--- src/design/ortt_pkg.sv ---
// Shared constants, types and the register map of the optical ring test pattern transmitter.
`default_nettype none

package ortt_pkg;

    // Local clock period and nominal bit cell periods, in picoseconds.
    localparam int unsigned PS_W                 = 20;
    localparam logic [19:0] CLK_PERIOD_PS        = 20'h09c40;
    localparam logic [19:0] NOM_BIT_PERIOD_PS_2  = 20'h7a120;
    localparam logic [19:0] NOM_BIT_PERIOD_PS_4  = 20'h3d090;
    localparam logic [19:0] NOM_BIT_PERIOD_PS_8  = 20'h1e848;
    localparam logic [19:0] NOM_BIT_PERIOD_PS_16 = 20'h0f424;

    typedef enum logic [1:0] {
        RATE_2M,
        RATE_4M,
        RATE_8M,
        RATE_16M
    } ortt_rate_t;

    typedef enum logic [1:0] {
        MODE_NORMAL,
        MODE_STEADY,
        MODE_ZERO
    } ortt_mode_t;

    // APB register map.
    localparam int unsigned ADDR_W        = 12;
    localparam logic [11:0] CTRL_OFFSET   = 12'h000;
    localparam logic [11:0] STATUS_OFFSET = 12'h004;

    // Control register fields.
    localparam int unsigned CTRL_W        = 8;
    localparam int unsigned CTRL_SEL_LSB  = 0;
    localparam int unsigned CTRL_INVERT   = 2;
    localparam int unsigned CTRL_MASTER   = 3;
    localparam int unsigned CTRL_RATE_LSB = 4;
    localparam int unsigned CTRL_EXT      = 6;
    localparam int unsigned CTRL_AUTO     = 7;
    localparam logic [7:0]  CTRL_RST      = 8'h08;

    // Status register fields.
    localparam int unsigned STAT_MODE_LSB = 0;
    localparam int unsigned STAT_TEST     = 2;
    localparam int unsigned STAT_RATE_LSB = 3;
    localparam int unsigned STAT_LIGHT    = 5;
    localparam int unsigned STAT_LINE     = 6;

    function automatic logic [19:0] ortt_period_ps(input ortt_rate_t r);
        logic [19:0] p;
        p = NOM_BIT_PERIOD_PS_2;
        unique case (r)
            RATE_2M:  p = NOM_BIT_PERIOD_PS_2;
            RATE_4M:  p = NOM_BIT_PERIOD_PS_4;
            RATE_8M:  p = NOM_BIT_PERIOD_PS_8;
            RATE_16M: p = NOM_BIT_PERIOD_PS_16;
        endcase
        return p;
    endfunction

endpackage : ortt_pkg

`default_nettype wire

--- src/design/ortt_bit_timer.sv ---
// Fractional bit cell timer that emits one tick per bit cell of the local clock.
`default_nettype none

module ortt_bit_timer (
    // Clock and reset
    input  wire logic        ref_clk,
    input  wire logic        rst,
    // Bit cell period in picoseconds
    input  wire logic [19:0] period_ps,
    // One pulse per bit cell
    output logic             tick
);

    typedef struct packed {
        logic [19:0] acc;
    } ortt_timer_state_t;

    ortt_timer_state_t s_reg;
    ortt_timer_state_t s_next;
    logic [19:0]       sum;

    // The residue carries over, so 12,5 cycles per cell comes out exact on average.
    always_comb begin
        s_next = s_reg;
        sum    = s_reg.acc + ortt_pkg::CLK_PERIOD_PS;
        tick   = 1'b0;
        if (sum >= period_ps) begin
            tick       = 1'b1;
            s_next.acc = sum - period_ps;
        end else begin
            s_next.acc = sum;
        end
    end

    always_ff @(posedge ref_clk) begin
        if (rst) begin
            s_reg <= '0;
        end else begin
            s_reg <= s_next;
        end
    end

endmodule // ortt_bit_timer

`default_nettype wire

--- src/design/ortt_tx.sv ---
// Transmit-side test pattern, repeater and rate logic with its APB register slave.
`default_nettype none

module ortt_tx (
    // Clock and reset
    input  wire logic        ref_clk,
    input  wire logic        rst,
    // APB slave
    input  wire logic [11:0] paddr,
    input  wire logic        psel,
    input  wire logic        penable,
    input  wire logic        pwrite,
    input  wire logic [31:0] pwdata,
    input  wire logic [3:0]  pstrb,
    output logic [31:0]      prdata,
    output logic             pready,
    output logic             pslverr,
    // Optical receiver and transmitter
    input  wire logic        light_in,
    output logic             opt_tx,
    // Dedicated test key
    input  wire logic        test_key,
    // Data-link side
    input  wire logic        tx_bit,
    output logic             bit_strobe,
    // Automatic baud rate detector
    input  wire logic [1:0]  auto_rate
);

    typedef struct packed {
        logic [7:0]         ctrl;
        logic [31:0]        prdata;
        logic               light_s1;
        logic               light_s2;
        logic               key_s1;
        logic               key_s2;
        logic               key_prev;
        logic               test_active;
        ortt_pkg::ortt_mode_t mode;
        ortt_pkg::ortt_rate_t rate;
        logic               line;
    } ortt_tx_state_t;

    ortt_tx_state_t       s_reg;
    ortt_tx_state_t       s_next;
    logic                 tick;
    logic [19:0]          period_ps;
    logic                 key_rise;
    logic                 is_master;
    logic                 invert;
    logic                 ext_class;
    logic [1:0]           sel;
    ortt_pkg::ortt_mode_t req_mode;
    ortt_pkg::ortt_rate_t req_rate;
    logic                 apb_setup;
    logic                 apb_access;
    logic                 hit_ctrl;
    logic                 hit_status;
    logic [31:0]          status_word;

    assign period_ps = ortt_pkg::ortt_period_ps(s_reg.rate);

    ortt_bit_timer u_timer (
        .ref_clk   (ref_clk),
        .rst       (rst),
        .period_ps (period_ps),
        .tick      (tick)
    );

    assign is_master  = s_reg.ctrl[ortt_pkg::CTRL_MASTER];
    assign invert     = s_reg.ctrl[ortt_pkg::CTRL_INVERT];
    assign ext_class  = s_reg.ctrl[ortt_pkg::CTRL_EXT];
    assign sel        = s_reg.ctrl[ortt_pkg::CTRL_SEL_LSB +: 2];
    assign key_rise   = s_reg.key_s2 & ~s_reg.key_prev;
    assign apb_setup  = psel & ~penable;
    assign apb_access = psel & penable;
    assign hit_ctrl   = (paddr == ortt_pkg::CTRL_OFFSET);
    assign hit_status = (paddr == ortt_pkg::STATUS_OFFSET);

    // The slave never stretches a transfer; unmapped addresses answer with an error.
    assign pready     = 1'b1;
    assign pslverr    = apb_access & ~(hit_ctrl | hit_status);
    assign prdata     = s_reg.prdata;
    assign opt_tx     = s_reg.line;
    assign bit_strobe = tick & is_master & (s_reg.mode == ortt_pkg::MODE_NORMAL);

    always_comb begin
        status_word = '0;
        status_word[ortt_pkg::STAT_MODE_LSB +: 2] = s_reg.mode;
        status_word[ortt_pkg::STAT_TEST]          = s_reg.test_active;
        status_word[ortt_pkg::STAT_RATE_LSB +: 2] = s_reg.rate;
        status_word[ortt_pkg::STAT_LIGHT]         = s_reg.light_s2;
        status_word[ortt_pkg::STAT_LINE]          = s_reg.line;
    end

    // Test patterns only apply while the key has armed test mode.
    always_comb begin
        req_mode = ortt_pkg::MODE_NORMAL;
        if (s_reg.test_active) begin
            if (sel == 2'(ortt_pkg::MODE_STEADY)) begin
                req_mode = ortt_pkg::MODE_STEADY;
            end else if (sel == 2'(ortt_pkg::MODE_ZERO)) begin
                req_mode = ortt_pkg::MODE_ZERO;
            end
        end
    end

    // A basic-class station falls back to 2 Mbit/s if a rate it may not offer is asked for.
    always_comb begin
        req_rate = ortt_pkg::ortt_rate_t'(s_reg.ctrl[ortt_pkg::CTRL_RATE_LSB +: 2]);
        if (ext_class && s_reg.ctrl[ortt_pkg::CTRL_AUTO]) begin
            req_rate = ortt_pkg::ortt_rate_t'(auto_rate);
        end
        if (!ext_class && (req_rate == ortt_pkg::RATE_8M || req_rate == ortt_pkg::RATE_16M)) begin
            req_rate = ortt_pkg::RATE_2M;
        end
    end

    always_comb begin
        s_next          = s_reg;
        s_next.light_s1 = light_in;
        s_next.light_s2 = s_reg.light_s1;
        s_next.key_s1   = test_key;
        s_next.key_s2   = s_reg.key_s1;
        s_next.key_prev = s_reg.key_s2;
        if (key_rise) begin
            s_next.test_active = ~s_reg.test_active;
        end
        if (tick) begin
            s_next.mode = req_mode;
            s_next.rate = req_rate;
        end
        unique case (s_reg.mode)
            ortt_pkg::MODE_STEADY: begin
                s_next.line = 1'b1;
            end
            ortt_pkg::MODE_ZERO: begin
                // Edges come from the local timer only, never from the received stream.
                if (tick) begin
                    s_next.line = ~s_reg.line;
                end
            end
            ortt_pkg::MODE_NORMAL: begin
                if (is_master) begin
                    if (tick && !tx_bit) begin
                        s_next.line = ~s_reg.line;
                    end
                end else begin
                    s_next.line = s_reg.light_s2 ^ invert;
                end
            end
            // The spare mode code is never requested; a dark line is the safe answer.
            default: begin
                s_next.line = 1'b0;
            end
        endcase
        if (apb_setup && !pwrite) begin
            s_next.prdata = '0;
            if (hit_ctrl) begin
                s_next.prdata[ortt_pkg::CTRL_W-1:0] = s_reg.ctrl;
            end else if (hit_status) begin
                s_next.prdata = status_word;
            end
        end
        if (apb_access && pwrite && hit_ctrl) begin
            for (int i = 0; i < ortt_pkg::CTRL_W; i++) begin
                if (pstrb[i / 8]) begin
                    s_next.ctrl[i] = pwdata[i];
                end
            end
        end
    end

    always_ff @(posedge ref_clk) begin
        if (rst) begin
            s_reg             <= '0;
            s_reg.ctrl        <= ortt_pkg::CTRL_RST;
            s_reg.mode        <= ortt_pkg::MODE_NORMAL;
            s_reg.rate        <= ortt_pkg::RATE_2M;
        end else begin
            s_reg <= s_next;
        end
    end

    // Helper for the bit period checks: cycles since the last tick, valid while rate is steady.
    logic [4:0] gap_cnt;
    logic       gap_valid;

    always_ff @(posedge ref_clk) begin
        if (rst) begin
            gap_cnt   <= '0;
            gap_valid <= 1'b0;
        end else if (tick) begin
            gap_cnt   <= '0;
            gap_valid <= (s_next.rate == s_reg.rate);
        end else begin
            gap_cnt   <= gap_cnt + 5'h01;
        end
    end
endmodule // ortt_tx

`default_nettype wire

--- config.mk ---
export PLATFORM = sky130hd
export DESIGN_NAME = ortt_tx
export DESIGN_NICKNAME = d
export VERILOG_FILES = /design/src/design/ortt_pkg.sv /design/src/design/ortt_bit_timer.sv /design/src/design/ortt_tx.sv
export SDC_FILE = /design/constraint.sdc
export NUM_CORES = 1
export LEC_CHECK = 0
export ABC_AREA = 1
export BUFFER_PORTS_ARGS = -buffer_cell sky130_fd_sc_hd__buf_2
export CAP_MARGIN = 25
export CORE_MARGIN = 10
export CORE_UTILIZATION = 40
export CTS_CLUSTER_DIAMETER = 30
export DETAILED_ROUTE_END_ITERATION = 10
export GPL_TIMING_DRIVEN = 0
export PLACE_DENSITY = 0.75
export SLEW_MARGIN = 20
export SYNTH_ARGS = -nofsm -noshare
export SYNTH_HDL_FRONTEND = slang
export SYNTH_SLANG_ARGS = --single-unit
--- constraint.sdc ---
create_clock -name ref_clk -period 4.6 [get_ports ref_clk]
set_input_delay 0.69 -clock ref_clk [delete_from_list [all_inputs] [get_ports ref_clk]]
set_output_delay 0.69 -clock ref_clk [all_outputs]
set_load 0.02 [all_outputs]
Word level (Yosys, flattened, before mapping):

Index checks and enable logic that the tools add are counted.

* logic and storage cells: 70
* input port bits: 58
* output and inout bits: 36
* bits in registers: 71

* $lt $le $gt $ge: 1
* equal/unequal tests: 12
* bitwise gates (word level): 13
* reductions and logical operators: 15
* mux-type cells: 15
* $add $sub $neg: 2

Operators by type and width (number)
* $pmux W20 S4: 1
* $mux W24: 1
* $add A20 B16 Y20 const B: 1
* $ge A20 B20 Y1: 1
* $mux W20: 1
* $sub A20 B20 Y20: 1
* $eq A12 B3 Y1 const B: 1
* $eq A2 B2 Y1 const B: 6
* $logic_not A12 Y1: 1
* $mux W2: 5
* $mux W8: 1
* $mux W7: 1
* $and A1 B1 Y1: 6
* $eq A2 B1 Y1 const B: 3
* $logic_and A1 B1 Y1: 6
* $not A1 Y1: 5
* $logic_not A2 Y1: 2
* $mux W1: 4
* $reduce_and A2 Y1: 2
* $logic_not A1 Y1: 3
* $ne A3 B2 Y1 const B: 1
* $pmux W1 S3: 1
* $ne A2 B2 Y1 const B: 1
* $logic_or A1 B1 Y1: 1
* other kinds (2): 2

Logic depth before layout (Yosys ltp):

Gate-level depths: netlist of run 1.

* depth in word-level cells: 8
* gate-level depth with buffers: 21
* gate-level depth less buffers: 21

Cells and area by module:

Synthesis of run 1 repeated with hierarchy kept, for this count alone.

* cell total of the unflattened synthesis: 652
* area, all modules: 4086.4 um2

Modules (own cells, without submodules)
* ortt_bit_timer: area each 2422.3 um2, seq. area each 400.4 um2, times used 1, cells an instance 415
* ortt_tx: area each 1664.1 um2, seq. area each 540.5 um2, times used 1, cells an instance 237

Worst setup path before layout of run 1:

OpenSTA, ideal clock, no wires.

* path type: flip-flop to output port
* from: reg u_timer.s_reg[6] (netlist name)
* to: out bit_strobe
* path buffers: 0
* stages on the path, launching flop included: 16
* slack: 1.240 ns
* arrival: 2.670 ns
* cell sequence: dfxtp_1 > ha_1 > nand3_1 > nand3_1 > nand2_1 > nand2_1 > xor2_1 > ha_1 > nand2_1 > nor3_1 > nand4_1 > nor3_1 > nor2_2 > nand2_4 > inv_2 > nor3_1

* cells in the longest elaborated chain, start to end: 5

RTL lines
* from (decl): line ortt_bit_timer.sv:18 `ortt_timer_state_t s_reg;`
* from (signal assigned): line ortt_bit_timer.sv:39 `s_reg <= s_next;`
* $add A20 B16 Y20: line ortt_bit_timer.sv:25 `sum = s_reg.acc + ortt_pkg::CLK_PERIOD_PS;`
* $ge A20 B20 Y1: line ortt_bit_timer.sv:27 `if (sum >= period_ps) begin`
* $mux W1: line ortt_bit_timer.sv:27
* $and A1 B1 Y1 (2 in a row): line ortt_tx.sv:85 `assign bit_strobe = tick & is_master & (s_reg.mode == ortt_pkg::MODE_NORMAL);`
* to (decl): line ortt_tx.sv:25 `output logic bit_strobe,`

Every way passes these cells.

Worst setup path after layout of run 1:

Ends and elaborated chain as after synthesis.

==> results.json, run 1 <==
{
  "status": "completed",
  "overflow": 0,
  "r2r_slack_ns": 1.53,
  "finalMaxSlewViolations": 0,
  "final_layout_size_suffix_gt1_share_pct": 20.4,
  "hold_path.class": "reg -> reg",
  "hpwl_mm": 6.16,
  "grtUsageTotal_pct": 12.6,
  "final-instance-count-excl-fill": 613,
  "dieWidth_um": 109,
  "detail_route.iter0.violations": 192,
  "dr_wl_met3_um": 579,
  "layout.cells.most_common": "sky130_fd_sc_hd__nand2_1",
  "cts_repair_resize_count": 0,
  "m1_wl_mm": 3.12,
  "seq_area_frac_synth_pct": 28.6,
  "tritoncts": "done",
  "max_cap_violations": 0,
  "top_cell_family_by_delay_on_the_critical_path": "simple AND/OR/NAND/NOR gates",
  "area_growth_pct": 16.4,
  "routed_wirelength_mm": 7.68,
  "die_h_um": 109,
  "critical-path-slowest-cell": "sky130_fd_sc_hd__ha_1",
  "syn-cell-area_um2": 3150,
  "portBuffers": 41,
  "grt_max_degree": 18,
  "slew_headroom_pct": 54.9,
  "power.density_nw_per_um2": 283,
  "route.detailed.drc": 0,
  "crit_path_start": "u_timer.s_reg[6]$_SDFF_PP0_",
  "antenna_violations_before_repair": 0,
  "power.static_leakage_uw": 0.00184,
  "timing.critical_path.depth": 16,
  "worstSetupEndpoint": "bit_strobe",
  "synth_seq_cells": 45,
  "critPathCaptureType": "output port",
  "clk_root_buffer_cell": "sky130_fd_sc_hd__clkbuf_8",
  "setup_slack_ns": 0.378,
  "grt_pass1_vias": 2735,
  "path_max_fanout": 9,
  "critical_path.startpoint_type": "flip-flop",
  "avgRoutedWirePerCell_um": 12.5,
  "rr_endpoint": "u_timer.s_reg[17]$_SDFF_PP0_",
  "initial_core_utilization_pct": 41.0,
  "critical_path_class": "reg -> out",
  "min_period_ns": 4.22,
  "buffering_stage_count_on_the_worst_path_with_inverters_included": 2,
  "final_core_utilization_pct": 47.7,
  "tns_setup_ns": 0,
  "antenna-diode-count": 0,
  "synth.area.top_cells": "sky130_fd_sc_hd__dfxtp_1, sky130_fd_sc_hd__ha_1, sky130_fd_sc_hd__buf_4",
  "worst_reg2reg_startpoint": "u_timer.s_reg[6]$_SDFF_PP0_",
  "synth_edf_count": 0,
  "dp_worst_setup_slack_ns": 0.811,
  "dr.max_layer_used": "met4",
  "final_min_period_over_clock_period_pct": 91.8,
  "dp_cells": 605,
  "cts_buffers": 5,
  "netlist.top_cell.by_area": "sky130_fd_sc_hd__dfxtp_1",
  "insertion_delay_ns": 0.31,
  "leading_register_cell_type_out_of_synthesis": "sky130_fd_sc_hd__dfxtp_1",
  "clkSlewWorstSetupHoldPaths_ns": 0.10,
  "route.detailed.vias_per_inst": 4.79,
  "detailedRoute.firstPassIterationCount": 4,
  "cts_htree_levels": 2,
  "num_vias": 2937,
  "layout.nets": 590,
  "core_area_um2": 7690,
  "met2_wirelength_mm": 3.86,
  "critPathRequiredTime_ns": 3.91,
  "finalWeightedCongestion": 0.932,
  "worst_pin_slew_ns": 0.675,
  "ys_types": 41,
  "final.setup_skew_ns": 0.0111,
  "floorplan.rows": 32,
  "clockBufferDepth": 2,
  "slowest_delay_ns": 0.36,
  "netlist.area_leader.share_pct": 28.6,
  "unrepaired_setup_endpoints_after_global_routing": "false",
  "num_io_pins": 94,
  "ff2ff_path_depth": 17,
  "syn-instance-count": 439,
  "largest_register_ffs": 18,
  "post_cts_buffers": 0,
  "cts.sinks": 45,
  "fmax_mhz": 237,
  "die_area_um2": 11800,
  "cp.arrival_ns": 3.53,
  "final_cell_mix": "sky130_fd_sc_hd__nand2_1, sky130_fd_sc_hd__inv_1, sky130_fd_sc_hd__nor2_1",
  "vdd_ir_drop_max_uv": 152,
  "timing.final.hold_violations": 0,
  "detail-route-antenna-nets": 0,
  "setup_viols_final": 0,
  "grt_pass1_wl_mm": 12.4,
  "synthArstFlopShare_pct": 0,
  "crit_chain": "ha_1 > nand3_1 > nand3_1 > nand2_1 > nand2_1 > xor2_1 > ha_1 > nand2_1 > nor3_1 > nand4_1 > nor3_1 > nor2_2 > nand2_4 > inv_2 > nor3_1 > buf_2",
  "postSynthAreaPerCell_um2": 7.17,
  "cts.hold.buffers_added": 0,
  "yosysWarnings": 0
}
[worst min path at each step]
| stage | slack [ns] | from | depth (start not counted) | end |
|---|---|---|---|---|
| floorplan | 0.39 | s_next[7]$_SDFF_PP0_ | 2 | s_next[6]$_SDFF_PP0_ |
| global placement | 0.39 | s_next[9]$_SDFF_PP0_ | 2 | s_reg[9]$_SDFF_PP0_ |
| detailed placement | 0.40 | s_next[9]$_SDFF_PP0_ | 2 | s_reg[9]$_SDFF_PP0_ |
| CTS | 0.41 | s_next[9]$_SDFF_PP0_ | 2 | s_reg[9]$_SDFF_PP0_ |
| global route | 0.42 | s_next[7]$_SDFF_PP0_ | 2 | s_next[6]$_SDFF_PP0_ |
| finish | 0.40 | s_next[7]$_SDFF_PP0_ | 2 | s_next[6]$_SDFF_PP0_ |
[cell families (layout without fill, tap and decap cells)]
family / Yosys count / after routing / share of synthesized area (%)
flops: 45 / 45 / 28.6
simple gates: 156 / 156 / 22.2
xor+xnor: 18 / 18 / 5.01
fa+ha+maj: 22 / 22 / 8.98
compound gates: 95 / 95 / 18.1
buf+inv: 101 / 150 / 16.9
other cells: 2 / 25 / 0.238
[worst min-delay path, cell delays in order, from the launching register on]
cell,delay (ns)
sky130_fd_sc_hd__dfxtp_1,0.31
sky130_fd_sc_hd__inv_1,0.04
sky130_fd_sc_hd__nor2_1,0.03
[layout make-up]
class / count / area, um^2
fillers: 764 / 4020
clock inverters: 3 / 28.8
clock buffers: 5 / 68.8
plain buffers: 42 / 312
multi-input cells: 316 / 1800
flip-flops and latches: 45 / 901
repair buffers: 41 / 205
inverters: 59 / 221
well taps: 102 / 128
[report_power, final]
part / total, uW / internal [uW] / switching (uW)
combinational: 337 / 135 / 202
clock: 277 / 115 / 162
sequential: 425 / 410 / 14.8
[layer usage]
metal  track usage [%]  vias up
met1              14.5     1316
met3              2.54        9
met2              22.3       83
met4              4.90        0
met5                 0        -
li1                  -     1529
[metrics by stage]
stage / instance area (um^2) / hold WS, ns / total power (uW)
floorplan: 3240 / 0.388 / 703
global placement: 3570 / 0.392 / 758
detailed placement: 3570 / 0.395 / 766
CTS: 3670 / 0.409 / 1040
global route: 3670 / 0.425 / 1100
finish: 3670 / 0.403 / 1040
[synth_stat cells (2+ instances only)]
library cell,count
sky130_fd_sc_hd__nand2_2,6
sky130_fd_sc_hd__nor3_1,4
sky130_fd_sc_hd__a21o_1,2
sky130_fd_sc_hd__nor2_1,51
sky130_fd_sc_hd__a211oi_2,4
sky130_fd_sc_hd__o21ai_1,13
sky130_fd_sc_hd__nand4_1,4
sky130_fd_sc_hd__dfxtp_1,45
sky130_fd_sc_hd__a21oi_1,31
sky130_fd_sc_hd__a31oi_1,5
sky130_fd_sc_hd__o211ai_1,4
sky130_fd_sc_hd__o221ai_1,7
sky130_fd_sc_hd__conb_1,2
sky130_fd_sc_hd__ha_1,21
sky130_fd_sc_hd__nor4_1,4
sky130_fd_sc_hd__nand2_4,3
sky130_fd_sc_hd__xnor2_1,8
sky130_fd_sc_hd__clkbuf_1,5
sky130_fd_sc_hd__o21ai_0,24
sky130_fd_sc_hd__nand2_1,61
sky130_fd_sc_hd__inv_1,58
sky130_fd_sc_hd__nand3_1,16
sky130_fd_sc_hd__xor2_1,10
sky130_fd_sc_hd__buf_8,2
sky130_fd_sc_hd__buf_4,33
Power figures use the tool's default switching activity.
==> run 2: changes to the inputs <==
--- a/config.mk
+++ b/config.mk
@@ -5,7 +5,6 @@
 export SDC_FILE = /design/constraint.sdc
 export NUM_CORES = 1
 export LEC_CHECK = 0
-export ABC_AREA = 1
 export BUFFER_PORTS_ARGS = -buffer_cell sky130_fd_sc_hd__buf_2
 export CAP_MARGIN = 25
 export CORE_MARGIN = 10
@@ -13,7 +12,7 @@
 export CTS_CLUSTER_DIAMETER = 30
 export DETAILED_ROUTE_END_ITERATION = 10
 export GPL_TIMING_DRIVEN = 0
-export PLACE_DENSITY = 0.75
+export PLACE_DENSITY = 0.74
 export SLEW_MARGIN = 20
 export SYNTH_ARGS = -nofsm -noshare
 export SYNTH_HDL_FRONTEND = slang
==> results.json, run 2 <==
{
  "register_area_um2": 901,
  "cts_htree_levels": 2,
  "overflow": 0,
  "synth_seq_cells": 45,
  "hold_depth": 1,
  "synth_most_common_cell": "sky130_fd_sc_hd__dfxtp_1",
  "finalWeightedCongestion": 0.893,
  "floorplan.rows": 32,
  "num_vias": 2732,
  "route.detailed.drc": 0,
  "status": "completed",
  "routed_wirelength_mm": 7.70,
  "num_io_pins": 94,
  "grt_max_degree": 16,
  "insertion_delay_ns": 0.31,
  "nFillCells": 780,
  "final_cell_mix": "sky130_fd_sc_hd__dfxtp_1, sky130_fd_sc_hd__buf_2, sky130_fd_sc_hd__nand2_1",
  "synth_edf_count": 0,
  "worst_pin_slew_ns": 0.686,
  "cts.sinks": 45,
  "grt_pass1_vias": 2564,
  "critical_path_class": "reg -> out",
  "top_cell_family_by_delay_on_the_critical_path": "simple AND/OR/NAND/NOR gates",
  "unrepaired_setup_endpoints_after_global_routing": "false",
  "layout.cells.most_common": "sky130_fd_sc_hd__dfxtp_1",
  "largest_register_ffs": 18,
  "totalPowerFinal_uw": 1010,
  "portBuffers": 40,
  "critical_path.startpoint_type": "flip-flop",
  "grt_pass1_wl_mm": 12.3,
  "synthTopCellsByCount": "sky130_fd_sc_hd__dfxtp_1, sky130_fd_sc_hd__nand2_1, sky130_fd_sc_hd__a21oi_1, sky130_fd_sc_hd__buf_4, sky130_fd_sc_hd__nor2_1",
  "die_h_um": 109,
  "layout.nets": 527,
  "ys_types": 62,
  "syn-cell-area_um2": 3200,
  "fmax_mhz": 236,
  "detail-route-antenna-nets": 0,
  "final.setup_skew_ns": 0.00708,
  "antenna_violations_before_repair": 0,
  "die_area_um2": 12000,
  "avgRoutedWirePerCell_um": 14.0,
  "netlist.area_leader.share_pct": 28.2,
  "power.static_leakage_uw": 0.00165,
  "slowest_delay_ns": 0.43,
  "tritoncts": "done",
  "postSynthAreaPerCell_um2": 8.48,
  "yosysWarnings": 0,
  "cts.hold.buffers_added": 0,
  "seq_area_frac_synth_pct": 28.2,
  "leading_register_cell_type_out_of_synthesis": "sky130_fd_sc_hd__dfxtp_1",
  "buffering_stage_count_on_the_worst_path_with_inverters_included": 2,
  "max_cap_violations": 0,
  "detailedRoute.firstPassIterationCount": 4,
  "detail_route.iter0.violations": 128,
  "dieWidth_um": 109,
  "finalMaxSlewViolations": 0,
  "grtUsageTotal_pct": 12.5,
  "clk_root_buffer_cell": "sky130_fd_sc_hd__clkbuf_8",
  "synthArstFlopShare_pct": 0,
  "netlist.top_cell.by_area": "sky130_fd_sc_hd__dfxtp_1",
  "slew_headroom_pct": 53.9,
  "critPathRequiredTime_ns": 3.91,
  "area_growth_pct": 15.8,
  "synth.area.top_cells": "sky130_fd_sc_hd__dfxtp_1, sky130_fd_sc_hd__ha_1, sky130_fd_sc_hd__buf_4",
  "antenna-diode-count": 0,
  "cp.arrival_ns": 3.54,
  "timing.critical_path.depth": 14,
  "core_area_um2": 7770,
  "route.detailed.vias_per_inst": 4.97,
  "crit_chain": "ha_1 > nand3_1 > nand2_1 > a31oi_1 > nor2_1 > xor2_1 > ha_1 > and3_1 > o2111ai_2 > a21oi_2 > nor3_2 > buf_2 > nor4b_1 > buf_2",
  "clkSlewWorstSetupHoldPaths_ns": 0.09,
  "post_cts_buffers": 0,
  "syn-instance-count": 377,
  "tns_setup_ns": 0,
  "cts_repair_resize_count": 0,
  "path_max_fanout": 10,
  "initial_core_utilization_pct": 41.2,
  "final_min_period_over_clock_period_pct": 92.0,
  "multi_input_area_um2": 2010,
  "critical-path-slowest-cell": "sky130_fd_sc_hd__dfxtp_1",
  "min_period_ns": 4.23,
  "vdd_ir_drop_max_uv": 221,
  "critPathCaptureType": "output port",
  "timing.final.hold_violations": 0,
  "final_layout_size_suffix_gt1_share_pct": 23.4,
  "hold_path.class": "reg -> reg",
  "clockBufferDepth": 2,
  "hpwl_mm": 6.07,
  "ff2ff_path_depth": 14,
  "setup_viols_final": 0,
  "power.density_nw_per_um2": 274,
  "cts_buffers": 5
}
## run 2: changes by cell type in the layout (fill, tap and decap cells not counted), moves of 10 or more
cell                      change
sky130_fd_sc_hd__nor2_1      -27
sky130_fd_sc_hd__o21ai_1     -12
sky130_fd_sc_hd__o21ai_0     -16
sky130_fd_sc_hd__mux2i_1     +14
sky130_fd_sc_hd__nand2_1     -22
sky130_fd_sc_hd__inv_1       -43
sky130_fd_sc_hd__nor2b_1     +10
## run 2: report_power, final
part	switching (uW)	internal, uW	total [uW]
Combinational	186	144	330
Clock	150	108	258
Sequential	17.8	407	425
Total	354	659	1010
## run 2: final timing paths
check | startpoint | to | slack (ns)
setup reg to reg | u_timer.s_reg[6]$_SDFF_PP0_ | u_timer.s_reg[7]$_SDFF_PP0_ | 1.35
hold reg to reg | s_next[9]$_SDFF_PP0_ | s_reg[9]$_SDFF_PP0_ | 0.44
setup / recovery | u_timer.s_reg[6]$_SDFF_PP0_ | bit_strobe | 0.37
hold / removal | s_next[9]$_SDFF_PP0_ | s_reg[9]$_SDFF_PP0_ | 0.44
## run 2: final cells by class
class,count,area share (%)
inverter,15,1.52
multi-input combinational,295,54.2
clock inverter,3,0.608
sequential,45,24.3
tap,102,3.45
timing repair buffer,40,5.41
buffer,45,8.68
clock buffer,5,1.86
## run 2: cell families (layout without fill, tap and decap cells)
kind of cell	Yosys count	after routing	share of synthesized area, %
AOI/OAI and AO/OA	84	84	18.2
muxes	22	22	7.20
DFF	45	45	28.2
adders and majority gates	22	22	8.84
other	2	25	0.235
buffers and inverters	60	108	11.8
xor gates and xnor gates	22	22	6.26
and+or+nand+nor	120	120	19.2
## run 2: metal layers
| layer | track usage, % | wire (um) |
|---|---|---|
| met1 | 15.5 | 3390 |
| met2 | 21.1 | 3750 |
| met3 | 3.22 | 463 |
| met4 | 3.07 | 89 |
| met5 | 0 | 0 |
## run 2: per-stage QoR
| stage | hold slack (ns) | util, % | worst slack [ns] | instances | instance area [um^2] |
|---|---|---|---|---|---|
| 2_1_floorplan | 0.414 | - | 0.916 | 400 | 3280 |
| 3_3_place_gp | 0.419 | 46.5 | 0.700 | 542 | 3610 |
| 3_5_place_dp | 0.420 | 46.5 | 0.719 | 542 | 3610 |
| 4_1_cts | 0.442 | 47.7 | 0.368 | 550 | 3700 |
| 5_1_grt | 0.463 | 47.7 | 0.163 | 550 | 3700 |
| 6_report | 0.442 | 47.7 | 0.366 | 550 | 3700 |
